## src/hvpp_consts.svh

```systemverilog
`ifndef HVPP_CONSTS_SVH
`define HVPP_CONSTS_SVH

// Strobe action codes {hi,lo}
`define ACT_ADDR 2'h0
`define ACT_DATA 2'h1
`define ACT_CMD  2'h2
`define ACT_IDLE 2'h3

// Byte-select codes {high,low}
`define BSEL_LOW  2'h0
`define BSEL_HIGH 2'h1
`define BSEL_EXT  2'h2
`define BSEL_RSVD 2'h3

// Command bytes
`define CMD_NOP        8'h00
`define CMD_CHIP_ERASE 8'h80
`define CMD_WR_FUSE    8'h40
`define CMD_WR_LOCK    8'h20
`define CMD_WR_FLASH   8'h10
`define CMD_WR_EEPROM  8'h11
`define CMD_RD_SIG     8'h08
`define CMD_RD_FUSE    8'h04
`define CMD_RD_FLASH   8'h02
`define CMD_RD_EEPROM  8'h03

// Entry pattern: page latch, action hi, action lo, byte-select low
`define ENTRY_PATTERN 4'h0

// Timing
`define CLK_KHZ       10000
`define ENTRY_HOLD_NS 10000
`define ENTRY_HOLD_CYC ((`ENTRY_HOLD_NS * `CLK_KHZ + 999999) / 1000000)

// Reset values
`define CMD_RESET  8'h00
`define ADDR_RESET 8'h00

`endif

```

## src/hvpp_pkg.sv

```systemverilog
package hvpp_pkg;

  // Port-level sequencer state
  typedef enum logic [2:0] {
    ST_IDLE,
    ST_ERASE_MEM,
    ST_ERASE_LOCK,
    ST_PROGRAM,
    ST_FUSE,
    ST_LOCK
  } seq_state_type;

  // Operation requested of the nonvolatile array
  typedef enum logic [2:0] {
    OP_NONE,
    OP_ERASE_MEM,
    OP_CLEAR_LOCK,
    OP_PROG_FLASH,
    OP_PROG_EEPROM,
    OP_WRITE_FUSE,
    OP_WRITE_LOCK
  } nvm_op_type;

  // Read path selected by the loaded command
  typedef enum logic [2:0] {
    RD_NONE,
    RD_SIGNATURE,
    RD_FUSE_LOCK,
    RD_FLASH,
    RD_EEPROM
  } read_kind_type;

endpackage

```

## src/page_buf_if.sv

```systemverilog
`timescale 1ns/1ps
`default_nettype none

interface page_buf_if #(
  parameter int IDX_W = 7
);
  logic             wrEn;
  logic [IDX_W-1:0] wrIdx;
  logic [15:0]      wrData;
  logic [IDX_W-1:0] rdIdx;
  logic [15:0]      rdData;

  modport writer (output wrEn, output wrIdx, output wrData, output rdIdx, input rdData);
  modport mem    (input wrEn, input wrIdx, input wrData, input rdIdx, output rdData);
endinterface

`default_nettype wire

```

## src/page_buffer.sv

```systemverilog
`timescale 1ns/1ps
`default_nettype none

module page_buffer #(
  parameter int IDX_W = 7
) (
  // Clock
  input wire logic   ref_clk,
  // Access port
  page_buf_if.mem    bus
);
  logic [15:0] store [0:(1<<IDX_W)-1];
  logic [15:0] rdData_reg;

  // Write on latch, read data registered
  always_ff @(posedge ref_clk) begin
    if (bus.wrEn) begin
      store[bus.wrIdx] <= bus.wrData;
    end
    rdData_reg <= store[bus.rdIdx];
  end

  assign bus.rdData = rdData_reg;
endmodule

`default_nettype wire

```

## src/hv_prog_port.sv

```systemverilog
`timescale 1ns/1ps
`default_nettype none
`include "hvpp_consts.svh"

// What this block does
// - Byte-select pair decodes address, data and fuse bytes; reads ignore it; others reserved.
// - Load strobe rise loads address, data or command by action code; 11 idles.
// - Decode write commands: erase, fuses, lock, flash, EEPROM.
// - Decode read commands: signature, fuse and lock, flash, EEPROM.
// - Programming mode ends on power loss or reset pin back to zero.
// - Command and address registers keep their values across operations.
// - Chip erase clears flash and lock, and EEPROM unless the keep fuse is programmed; never fuses.
// - Lock bits clear only after program memory erase completes.
// - EEPROM keep fuse programmed means erase spares EEPROM.
// - Write strobe fall after erase command starts erase, busy low.
// - Page latch rise copies data bytes into buffer at word address.
// - Low address bits pick word, upper bits plus low-byte top bits pick page.
// - Write strobe fall after address load programs whole page, busy low.
// - Ready flag is 0 while operating, 1 when ready for commands.
// - Command byte zero is no operation and clears write signals.
module hv_prog_port #(
  parameter int PAGE_IDX_W = 7
) (
  // Clock and reset
  input  wire logic                  ref_clk,
  input  wire logic                  rst,
  // Programming-level reset detect
  input  wire logic                  hvActive,
  // Programmer strobes and selects
  input  wire logic                  load_strobe_pin,
  input  wire logic                  page_latch_strobe,
  input  wire logic                  writeStrobeN,
  input  wire logic                  outputEnableN,
  input  wire logic                  strobe_action_sel_hi,
  input  wire logic                  strobe_action_sel_lo,
  input  wire logic                  byte_select_low_bit,
  input  wire logic                  byte_select_high_bit,
  // Data pins
  input  wire logic [7:0]            dataIn,
  output logic      [7:0]            dataOut,
  output logic                       dataOe,
  // Fuse state
  input  wire logic                  eeprom_keep_fuse,
  // Nonvolatile array side
  input  wire logic                  nvmDone,
  input  wire logic [7:0]            nvmRdData,
  input  wire logic [PAGE_IDX_W-1:0] nvmBufIdx,
  output logic                       nvmStart,
  output hvpp_pkg::nvm_op_type       nvmOp,
  output logic                       nvmEraseEeprom,
  output logic      [1:0]            nvmByteSel,
  output logic      [23:0]           nvmAddr,
  output logic      [7:0]            nvmWrByte,
  output logic      [15:0]           nvmBufData,
  output hvpp_pkg::read_kind_type    readKind,
  // Status
  output logic                       progMode,
  output logic                       ready_busy_flag
);

  page_buf_if #(.IDX_W(PAGE_IDX_W)) pb ();

  page_buffer #(.IDX_W(PAGE_IDX_W)) u_buf (
    .ref_clk (ref_clk),
    .bus     (pb.mem)
  );

  localparam int HOLD_W = 8;

  // Registered state
  logic                    progMode_reg, progMode_next;
  logic [HOLD_W-1:0]       holdCnt_reg, holdCnt_next;
  logic                    hvSeen_reg, hvSeen_next;
  logic                    loadPrev_reg, pageLPrev_reg, wrPrev_reg;
  logic [7:0]              cmd_reg, cmd_next;
  logic [7:0]              addrLo_reg, addrLo_next;
  logic [7:0]              addrHi_reg, addrHi_next;
  logic [7:0]              addrExt_reg, addrExt_next;
  logic [7:0]              dataLo_reg, dataLo_next;
  logic [7:0]              dataHi_reg, dataHi_next;
  logic                    wrArmed_reg, wrArmed_next;
  logic [1:0]              fuseSel_reg, fuseSel_next;
  hvpp_pkg::seq_state_type state_reg, state_next;
  logic                    start_reg, start_next;
  hvpp_pkg::nvm_op_type    op_reg, op_next;
  logic                    eraseEe_reg, eraseEe_next;
  logic [7:0]              dOut_reg, dOut_next;
  logic                    dOe_reg, dOe_next;
  logic                    latchWr_reg, latchWr_next;
  logic                    ready_reg, ready_next;

  logic       loadRise, pageLRise, wrFall;
  logic [1:0] act, bsel;
  logic [3:0] entryPins;

  // Edge detection against last sampled level
  assign loadRise  = load_strobe_pin & ~loadPrev_reg;
  assign pageLRise = page_latch_strobe & ~pageLPrev_reg;
  assign wrFall    = ~writeStrobeN & wrPrev_reg;
  assign act       = {strobe_action_sel_hi, strobe_action_sel_lo};
  assign bsel      = {byte_select_high_bit, byte_select_low_bit};
  assign entryPins = {page_latch_strobe, strobe_action_sel_hi,
                      strobe_action_sel_lo, byte_select_low_bit};

  // Mode entry, loads, page latch and sequencer
  always_comb begin
    progMode_next = progMode_reg;
    holdCnt_next  = holdCnt_reg;
    hvSeen_next   = hvSeen_reg;
    cmd_next      = cmd_reg;
    addrLo_next   = addrLo_reg;
    addrHi_next   = addrHi_reg;
    addrExt_next  = addrExt_reg;
    dataLo_next   = dataLo_reg;
    dataHi_next   = dataHi_reg;
    wrArmed_next  = wrArmed_reg;
    fuseSel_next  = fuseSel_reg;
    state_next    = state_reg;
    start_next    = 1'b0;
    op_next       = op_reg;
    eraseEe_next  = eraseEe_reg;
    latchWr_next  = 1'b0;
    // Pattern must stay zero for the hold time after high voltage
    if (!hvActive) begin
      progMode_next = 1'b0;
      hvSeen_next   = 1'b0;
      holdCnt_next  = '0;
      cmd_next      = `CMD_RESET;
      wrArmed_next  = 1'b0;
      state_next    = hvpp_pkg::ST_IDLE;
    end else if (!progMode_reg) begin
      if (!hvSeen_reg) begin
        hvSeen_next  = 1'b1;
        holdCnt_next = '0;
      end else if (entryPins != `ENTRY_PATTERN) begin
        holdCnt_next = '0;
      end else if (holdCnt_reg >= HOLD_W'(`ENTRY_HOLD_CYC - 1)) begin
        progMode_next = 1'b1;
      end else begin
        holdCnt_next = holdCnt_reg + 1'b1;
      end
    end else begin
      // Loads on the load strobe, sampled at its edge
      if (loadRise && state_reg == hvpp_pkg::ST_IDLE) begin
        unique case (act)
          `ACT_ADDR: begin
            if (bsel == `BSEL_LOW) addrLo_next = dataIn;
            else if (bsel == `BSEL_HIGH) begin
              addrHi_next  = dataIn;
              wrArmed_next = (cmd_reg == `CMD_WR_FLASH) | (cmd_reg == `CMD_WR_EEPROM);
            end else if (bsel == `BSEL_EXT) addrExt_next = dataIn;
          end
          `ACT_DATA: begin
            if (bsel == `BSEL_HIGH) dataHi_next = dataIn;
            else if (bsel == `BSEL_LOW) dataLo_next = dataIn;
          end
          `ACT_CMD: begin
            cmd_next     = dataIn;
            wrArmed_next = (dataIn == `CMD_WR_FLASH) | (dataIn == `CMD_WR_EEPROM);
            if (dataIn == `CMD_NOP) wrArmed_next = 1'b0;
          end
          `ACT_IDLE: ;
        endcase
      end
      // Page latch copies both data bytes into the buffer
      if (pageLRise && state_reg == hvpp_pkg::ST_IDLE && wrArmed_reg) begin
        latchWr_next = 1'b1;
      end
      // Write strobe starts the operation chosen by the command
      unique case (state_reg)
        hvpp_pkg::ST_IDLE: begin
          if (wrFall) begin
            unique case (cmd_reg)
              `CMD_CHIP_ERASE: begin
                state_next   = hvpp_pkg::ST_ERASE_MEM;
                op_next      = hvpp_pkg::OP_ERASE_MEM;
                eraseEe_next = ~eeprom_keep_fuse;
                start_next   = 1'b1;
              end
              `CMD_WR_FLASH, `CMD_WR_EEPROM: begin
                if (wrArmed_reg) begin
                  state_next = hvpp_pkg::ST_PROGRAM;
                  op_next    = (cmd_reg == `CMD_WR_FLASH) ? hvpp_pkg::OP_PROG_FLASH
                                                          : hvpp_pkg::OP_PROG_EEPROM;
                  start_next = 1'b1;
                end
              end
              `CMD_WR_FUSE: begin
                if (bsel != `BSEL_RSVD) begin
                  state_next   = hvpp_pkg::ST_FUSE;
                  op_next      = hvpp_pkg::OP_WRITE_FUSE;
                  fuseSel_next = bsel;
                  start_next   = 1'b1;
                end
              end
              `CMD_WR_LOCK: begin
                state_next = hvpp_pkg::ST_LOCK;
                op_next    = hvpp_pkg::OP_WRITE_LOCK;
                start_next = 1'b1;
              end
              default: ;
            endcase
          end
        end
        hvpp_pkg::ST_ERASE_MEM: begin
          if (nvmDone) begin
            state_next = hvpp_pkg::ST_ERASE_LOCK;
            op_next    = hvpp_pkg::OP_CLEAR_LOCK;
            start_next = 1'b1;
          end
        end
        hvpp_pkg::ST_ERASE_LOCK, hvpp_pkg::ST_PROGRAM,
        hvpp_pkg::ST_FUSE, hvpp_pkg::ST_LOCK: begin
          if (nvmDone) begin
            state_next = hvpp_pkg::ST_IDLE;
            op_next    = hvpp_pkg::OP_NONE;
          end
        end
      endcase
    end
    // Ready flag is registered from the state about to be entered
    ready_next = (state_next == hvpp_pkg::ST_IDLE);
  end

  // Read data onto the pins while output enable is low
  always_comb begin
    dOe_next  = progMode_reg & ~outputEnableN & (readKind != hvpp_pkg::RD_NONE);
    dOut_next = dOe_next ? nvmRdData : 8'h00;
  end

  // Page buffer addressing
  assign pb.wrEn   = latchWr_reg;
  assign pb.wrIdx  = addrLo_reg[PAGE_IDX_W-1:0];
  assign pb.wrData = {dataHi_reg, dataLo_reg};
  assign pb.rdIdx  = nvmBufIdx;

  // State registers
  always_ff @(posedge ref_clk or posedge rst) begin
    if (rst) begin
      progMode_reg  <= 1'b0;
      holdCnt_reg   <= '0;
      hvSeen_reg    <= 1'b0;
      loadPrev_reg  <= 1'b0;
      pageLPrev_reg <= 1'b0;
      wrPrev_reg    <= 1'b1;
      cmd_reg       <= `CMD_RESET;
      addrLo_reg    <= `ADDR_RESET;
      addrHi_reg    <= `ADDR_RESET;
      addrExt_reg   <= `ADDR_RESET;
      dataLo_reg    <= 8'h00;
      dataHi_reg    <= 8'h00;
      wrArmed_reg   <= 1'b0;
      fuseSel_reg   <= `BSEL_LOW;
      state_reg     <= hvpp_pkg::ST_IDLE;
      start_reg     <= 1'b0;
      op_reg        <= hvpp_pkg::OP_NONE;
      eraseEe_reg   <= 1'b0;
      dOut_reg      <= 8'h00;
      dOe_reg       <= 1'b0;
      latchWr_reg   <= 1'b0;
      ready_reg     <= 1'b1;
    end else begin
      progMode_reg  <= progMode_next;
      holdCnt_reg   <= holdCnt_next;
      hvSeen_reg    <= hvSeen_next;
      loadPrev_reg  <= load_strobe_pin;
      pageLPrev_reg <= page_latch_strobe;
      wrPrev_reg    <= writeStrobeN;
      cmd_reg       <= cmd_next;
      addrLo_reg    <= addrLo_next;
      addrHi_reg    <= addrHi_next;
      addrExt_reg   <= addrExt_next;
      dataLo_reg    <= dataLo_next;
      dataHi_reg    <= dataHi_next;
      wrArmed_reg   <= wrArmed_next;
      fuseSel_reg   <= fuseSel_next;
      state_reg     <= state_next;
      start_reg     <= start_next;
      op_reg        <= op_next;
      eraseEe_reg   <= eraseEe_next;
      dOut_reg      <= dOut_next;
      dOe_reg       <= dOe_next;
      latchWr_reg   <= latchWr_next;
      ready_reg     <= ready_next;
    end
  end

  // Read kind decoded from cmd_next, so it updates in the same cycle as cmd_reg
  always_ff @(posedge ref_clk or posedge rst) begin
    if (rst) begin
      readKind <= hvpp_pkg::RD_NONE;
    end else begin
      unique case (cmd_next)
        `CMD_RD_SIG:    readKind <= hvpp_pkg::RD_SIGNATURE;
        `CMD_RD_FUSE:   readKind <= hvpp_pkg::RD_FUSE_LOCK;
        `CMD_RD_FLASH:  readKind <= hvpp_pkg::RD_FLASH;
        `CMD_RD_EEPROM: readKind <= hvpp_pkg::RD_EEPROM;
        default:        readKind <= hvpp_pkg::RD_NONE;
      endcase
    end
  end

  // Outputs straight from flops
  assign progMode        = progMode_reg;
  assign ready_busy_flag = ready_reg;
  assign nvmStart        = start_reg;
  assign nvmOp           = op_reg;
  assign nvmEraseEeprom  = eraseEe_reg;
  assign nvmByteSel      = fuseSel_reg;
  assign nvmAddr         = {addrExt_reg, addrHi_reg, addrLo_reg};
  assign nvmWrByte       = dataLo_reg;
  assign nvmBufData      = pb.rdData;
  assign dataOut         = dOut_reg;
  assign dataOe          = dOe_reg;

endmodule

`default_nettype wire

```

## config.mk

```make
export PLATFORM = sky130hd
export DESIGN_NAME = hv_prog_port
export DESIGN_NICKNAME = d
export VERILOG_FILES = /design/src/hvpp_pkg.sv /design/src/page_buf_if.sv /design/src/page_buffer.sv /design/src/hv_prog_port.sv
export VERILOG_INCLUDE_DIRS = /design/src
export SDC_FILE = /design/constraint.sdc
export NUM_CORES = 2
export LEC_CHECK = 0
export BUFFER_PORTS_ARGS = -buffer_cell sky130_fd_sc_hd__buf_2
export CELL_PAD_IN_SITES_DETAIL_PLACEMENT = 1
export CELL_PAD_IN_SITES_GLOBAL_PLACEMENT = 1
export CORE_MARGIN = 2
export CORE_UTILIZATION = 51
export DETAILED_ROUTE_END_ITERATION = 7
export GPL_ROUTABILITY_DRIVEN = 0
export HOLD_SLACK_MARGIN = 0.06
export PLACE_DENSITY_LB_ADDON = 0.1
export SETUP_SLACK_MARGIN = 0.05
export SYNTH_ARGS = -nofsm -noshare
export SYNTH_HDL_FRONTEND = slang
export SYNTH_SLANG_ARGS = --single-unit
```

## constraint.sdc

```tcl
create_clock -name ref_clk -period 2.8 [get_ports ref_clk]
set_input_delay 0.56 -clock ref_clk [delete_from_list [all_inputs] [get_ports ref_clk]]
set_output_delay 0.56 -clock ref_clk [all_outputs]
set_load 0.03 [all_outputs]
```

==> results.yml <==
outcome:
  status: "finished clean"
layout:
  layout-drive-gt1-share_pct: 37.7
  fillers: 12966
  largest_reg_flops: 2048
  area_delta_synth_final_pct: 17.6
  layoutNonFillerInstCount: 6313
  nets: 3997
power:
  ir_drop_v: 0.000641
  power_density_mw_per_mm2: 670
  leakage_nw: 25.6
yosys:
  synth_seq_area_share_pct: 77.6
  syn_nets: 3461
  yosys.area.top_type_share_pct: 74.6
  synth_edf_count: 2048
  mappedNetlistArea_mm2: 0.0824
  yosys.area.top_type: "edfxtp_1"
  ys_warn_count: 0
  postSynthCellCount: 3424
  synth.area.top_cells: "edfxtp_1, mux4_2, dfrtp_1, mux2_2, nor2_1"
  ys_types: 52
  synth_async_sr_flop_share_pct: 4.00
  ys_seq_elements: 2150
  avgSynthCellArea_um2: 24.1
  ys.flop_type: "edfxtp_1"
timing:
  rsz0062_at_grt: "yes"
  clock_skew_ns: 0.0292
  final-setup-viol-count: 0
  slew_headroom_pct: 43.6
  timing.final.crit_share_pct: 94.3
  fmax_ghz: 0.379
  worst_slew_pin_slew_ns: 0.846
  fin_ws_ns: 0.158
  period_needed_ns: 2.64
  drv_slew: 0
  setup_tns_ns: 0
  hold_viol: 0
global_routing:
  grt_pass1_vias: 41542
  antenna_found_initial: 34
  grt_pass1_wl_um: 317000
  grtUsageTotal_pct: 27.7
  grt.overflow.total: 0
  grt_max_degree: 98
critical_path:
  crit_arrival_ns: 3.36
  path_buf_inv: 4
  path_class: "input pin to register"
  start_kind: "input pin"
  crit_family: "multiplexers"
  cp_cell_sequence: "buf_8 -> buf_12 -> buf_4 -> buf_4 -> mux4_2 -> mux4_2 -> mux4_2 -> mux2_2"
  cp_data_required_time_ns: 3.52
  crit_path_top_delay_cell: "mux4_2"
  cpMostUsedCell: "mux4_2"
  endpoint_kind: "register"
  path_max_fanout: 13
  cp_slowest_stage_delay_ns: 0.56
route:
  drtIter0Drc: 4912
  routed-via-count: 39874
  wire_per_inst_um: 35.4
  ant_nets: 0
  firstDrtPassIters: 6
  wirelength_um: 224000
  drc: 0
  routed_via_density: 6.32
clocking:
  cts_buffers: 216
  clkTransAtPathRegs_ns: 0.06
  clock_sinks: 2150
  cts.htree.levels: 4
  clock_latency_ns: 0.84
  root_buffer: "clkbuf_16"
  clockBufferDepth: 3
  cts_tree: "done"
place:
  dp.cells: 5885
  io_buffers: 104
  dp.final_hpwl_um: 140000
  place_ws_ns: -0.703
floorplan:
  ios: 105
  dieArea_mm2: 0.165
  row_count: 147
  start_util_pct: 51.3
  die_x_um: 406
  die_h_um: 406
  core_mm2: 0.161
hold_path:
  hold_path.class: "input pin to register"
flow_run:
  cap_violations: 0
-- where the power goes --
part / switching, W / internal (W) / leakage (nW) / total [W]
Combinational: 0.000732 / 0.000652 / 6.73 / 0.00138
Sequential: 0.00000135 / 0.0347 / 15.4 / 0.0347
Clock: 0.0121 / 0.0167 / 3.46 / 0.0289
-- cell usage in the layout (no fill, tap or decap), types with 11 or more instances in the layout --
master         count
clkinvlp_4        13
buf_2            100
edfxtp_1        2048
o21ai_0           11
a21oi_1           17
buf_4            236
clkbuf_1          43
nand2_1           43
dfxtp_1           16
clkinv_2          39
nand3_1           26
mux4_2           672
clkinv_1          47
bufinv_16         22
nor2_1           134
dfrtp_4           16
dfrtp_1           68
mux2_2            59
clkbuf_16        221
clkbuf_8          11
buf_12           142
nor2b_1           11
dlygate4sd3_1     17
-- final cells by class --
cell class	count	area [um^2]	share of cell area (%)
flip-flops and latches	2150	64000	66.1
well taps	2160	2700	2.79
repair buffers	499	5340	5.51
clock inverters	132	1260	1.30
inverters	8	35.0	0.0362
diodes	4	10.0	0.0103
multi-input cells	1085	17700	18.2
clock buffers	275	5840	6.03
-- synth_stat cells (8+ instances only) --
| master | instances |
|---|---|
| edfxtp_1 | 2048 |
| nor3_1 | 17 |
| buf_1 | 26 |
| nand3_1 | 26 |
| clkbuf_1 | 101 |
| buf_2 | 48 |
| o21ai_0 | 11 |
| nand2b_1 | 9 |
| dfrtp_1 | 84 |
| mux4_2 | 672 |
| a21oi_1 | 18 |
| nor2_1 | 134 |
| nor4_1 | 8 |
| nand2_1 | 43 |
| and2_1 | 9 |
| mux2_2 | 59 |
| nand4_1 | 9 |
| dfxtp_1 | 16 |
| nor2b_1 | 11 |
-- timing repair --
item,in CTS,in global routing
setup endpoints to repair,1,5
gates resized for setup,1,2
endpoints found under the hold margin,101,0
hold buffers,17,0
setup buffers,0,0
-- per-stage QoR --
step                total power, W  utilization (%)  cell area (um^2)  hold slack (ns)
finish                      0.0649             60.3             96900           0.0991
global route                0.0665             60.3             96900           0.0818
CTS                         0.0654             60.3             96900           0.0656
detailed placement          0.0367             55.8             89600            0.473
global placement            0.0367             55.8             89600            0.466
floorplan                   0.0363                -             83100            0.382
-- worst reg2reg max path: stages (launching register included) --
cell       delay, ns
dfrtp_1         0.47
nor3_1          0.39
and4_2          0.44
mux2i_1         0.14
nor4_1          0.39
nand3_1         0.15
a2111oi_0       0.47
-- metal layers --
layer	part of all wire [%]	vias to the layer above	track usage (%)
met5	0.021	-	0
met4	2.3	8	6.65
met3	8.9	324	5.75
met2	48	1873	43.2
met1	41	21858	40.8
li1	-	15811	-
-- final timing paths --
kind | to | depth (start not counted) | startpoint | slack (ns)
setup / recovery | u_buf.bus.rdData[8] | 8 | nvmBufIdx[0] | 0.16
hold / removal | dataHi_reg[6] | 2 | dataIn[6] | 0.1
setup reg to reg | readKind[0] | 6 | state_reg[0] | 0.21
hold reg to reg | nvmOp[2] | 1 | nvmOp[2] | 0.50
max in group asynchronous | wrPrev_reg | 4 | rst | 1.87
min in group asynchronous | dataOut[2] | 3 | rst | 0.23
-- logic make-up (layout without fill, tap and decap cells) --
| logic type | count (synthesis) | after routing | synth area share, % |
|---|---|---|---|
| buffers and inverters | 189 | 914 | 0.979 |
| muxes | 737 | 737 | 19.2 |
| AOI/OAI and AO/OA | 54 | 54 | 0.434 |
| other | 0 | 4 | 0 |
| DFF | 2150 | 2150 | 77.6 |
| and+or+nand+nor | 283 | 283 | 1.57 |
| xor gates and xnor gates | 10 | 10 | 0.106 |
| adders and majority gates | 1 | 1 | 0.0152 |
Note: power is estimated with default switching activity, not from simulation.
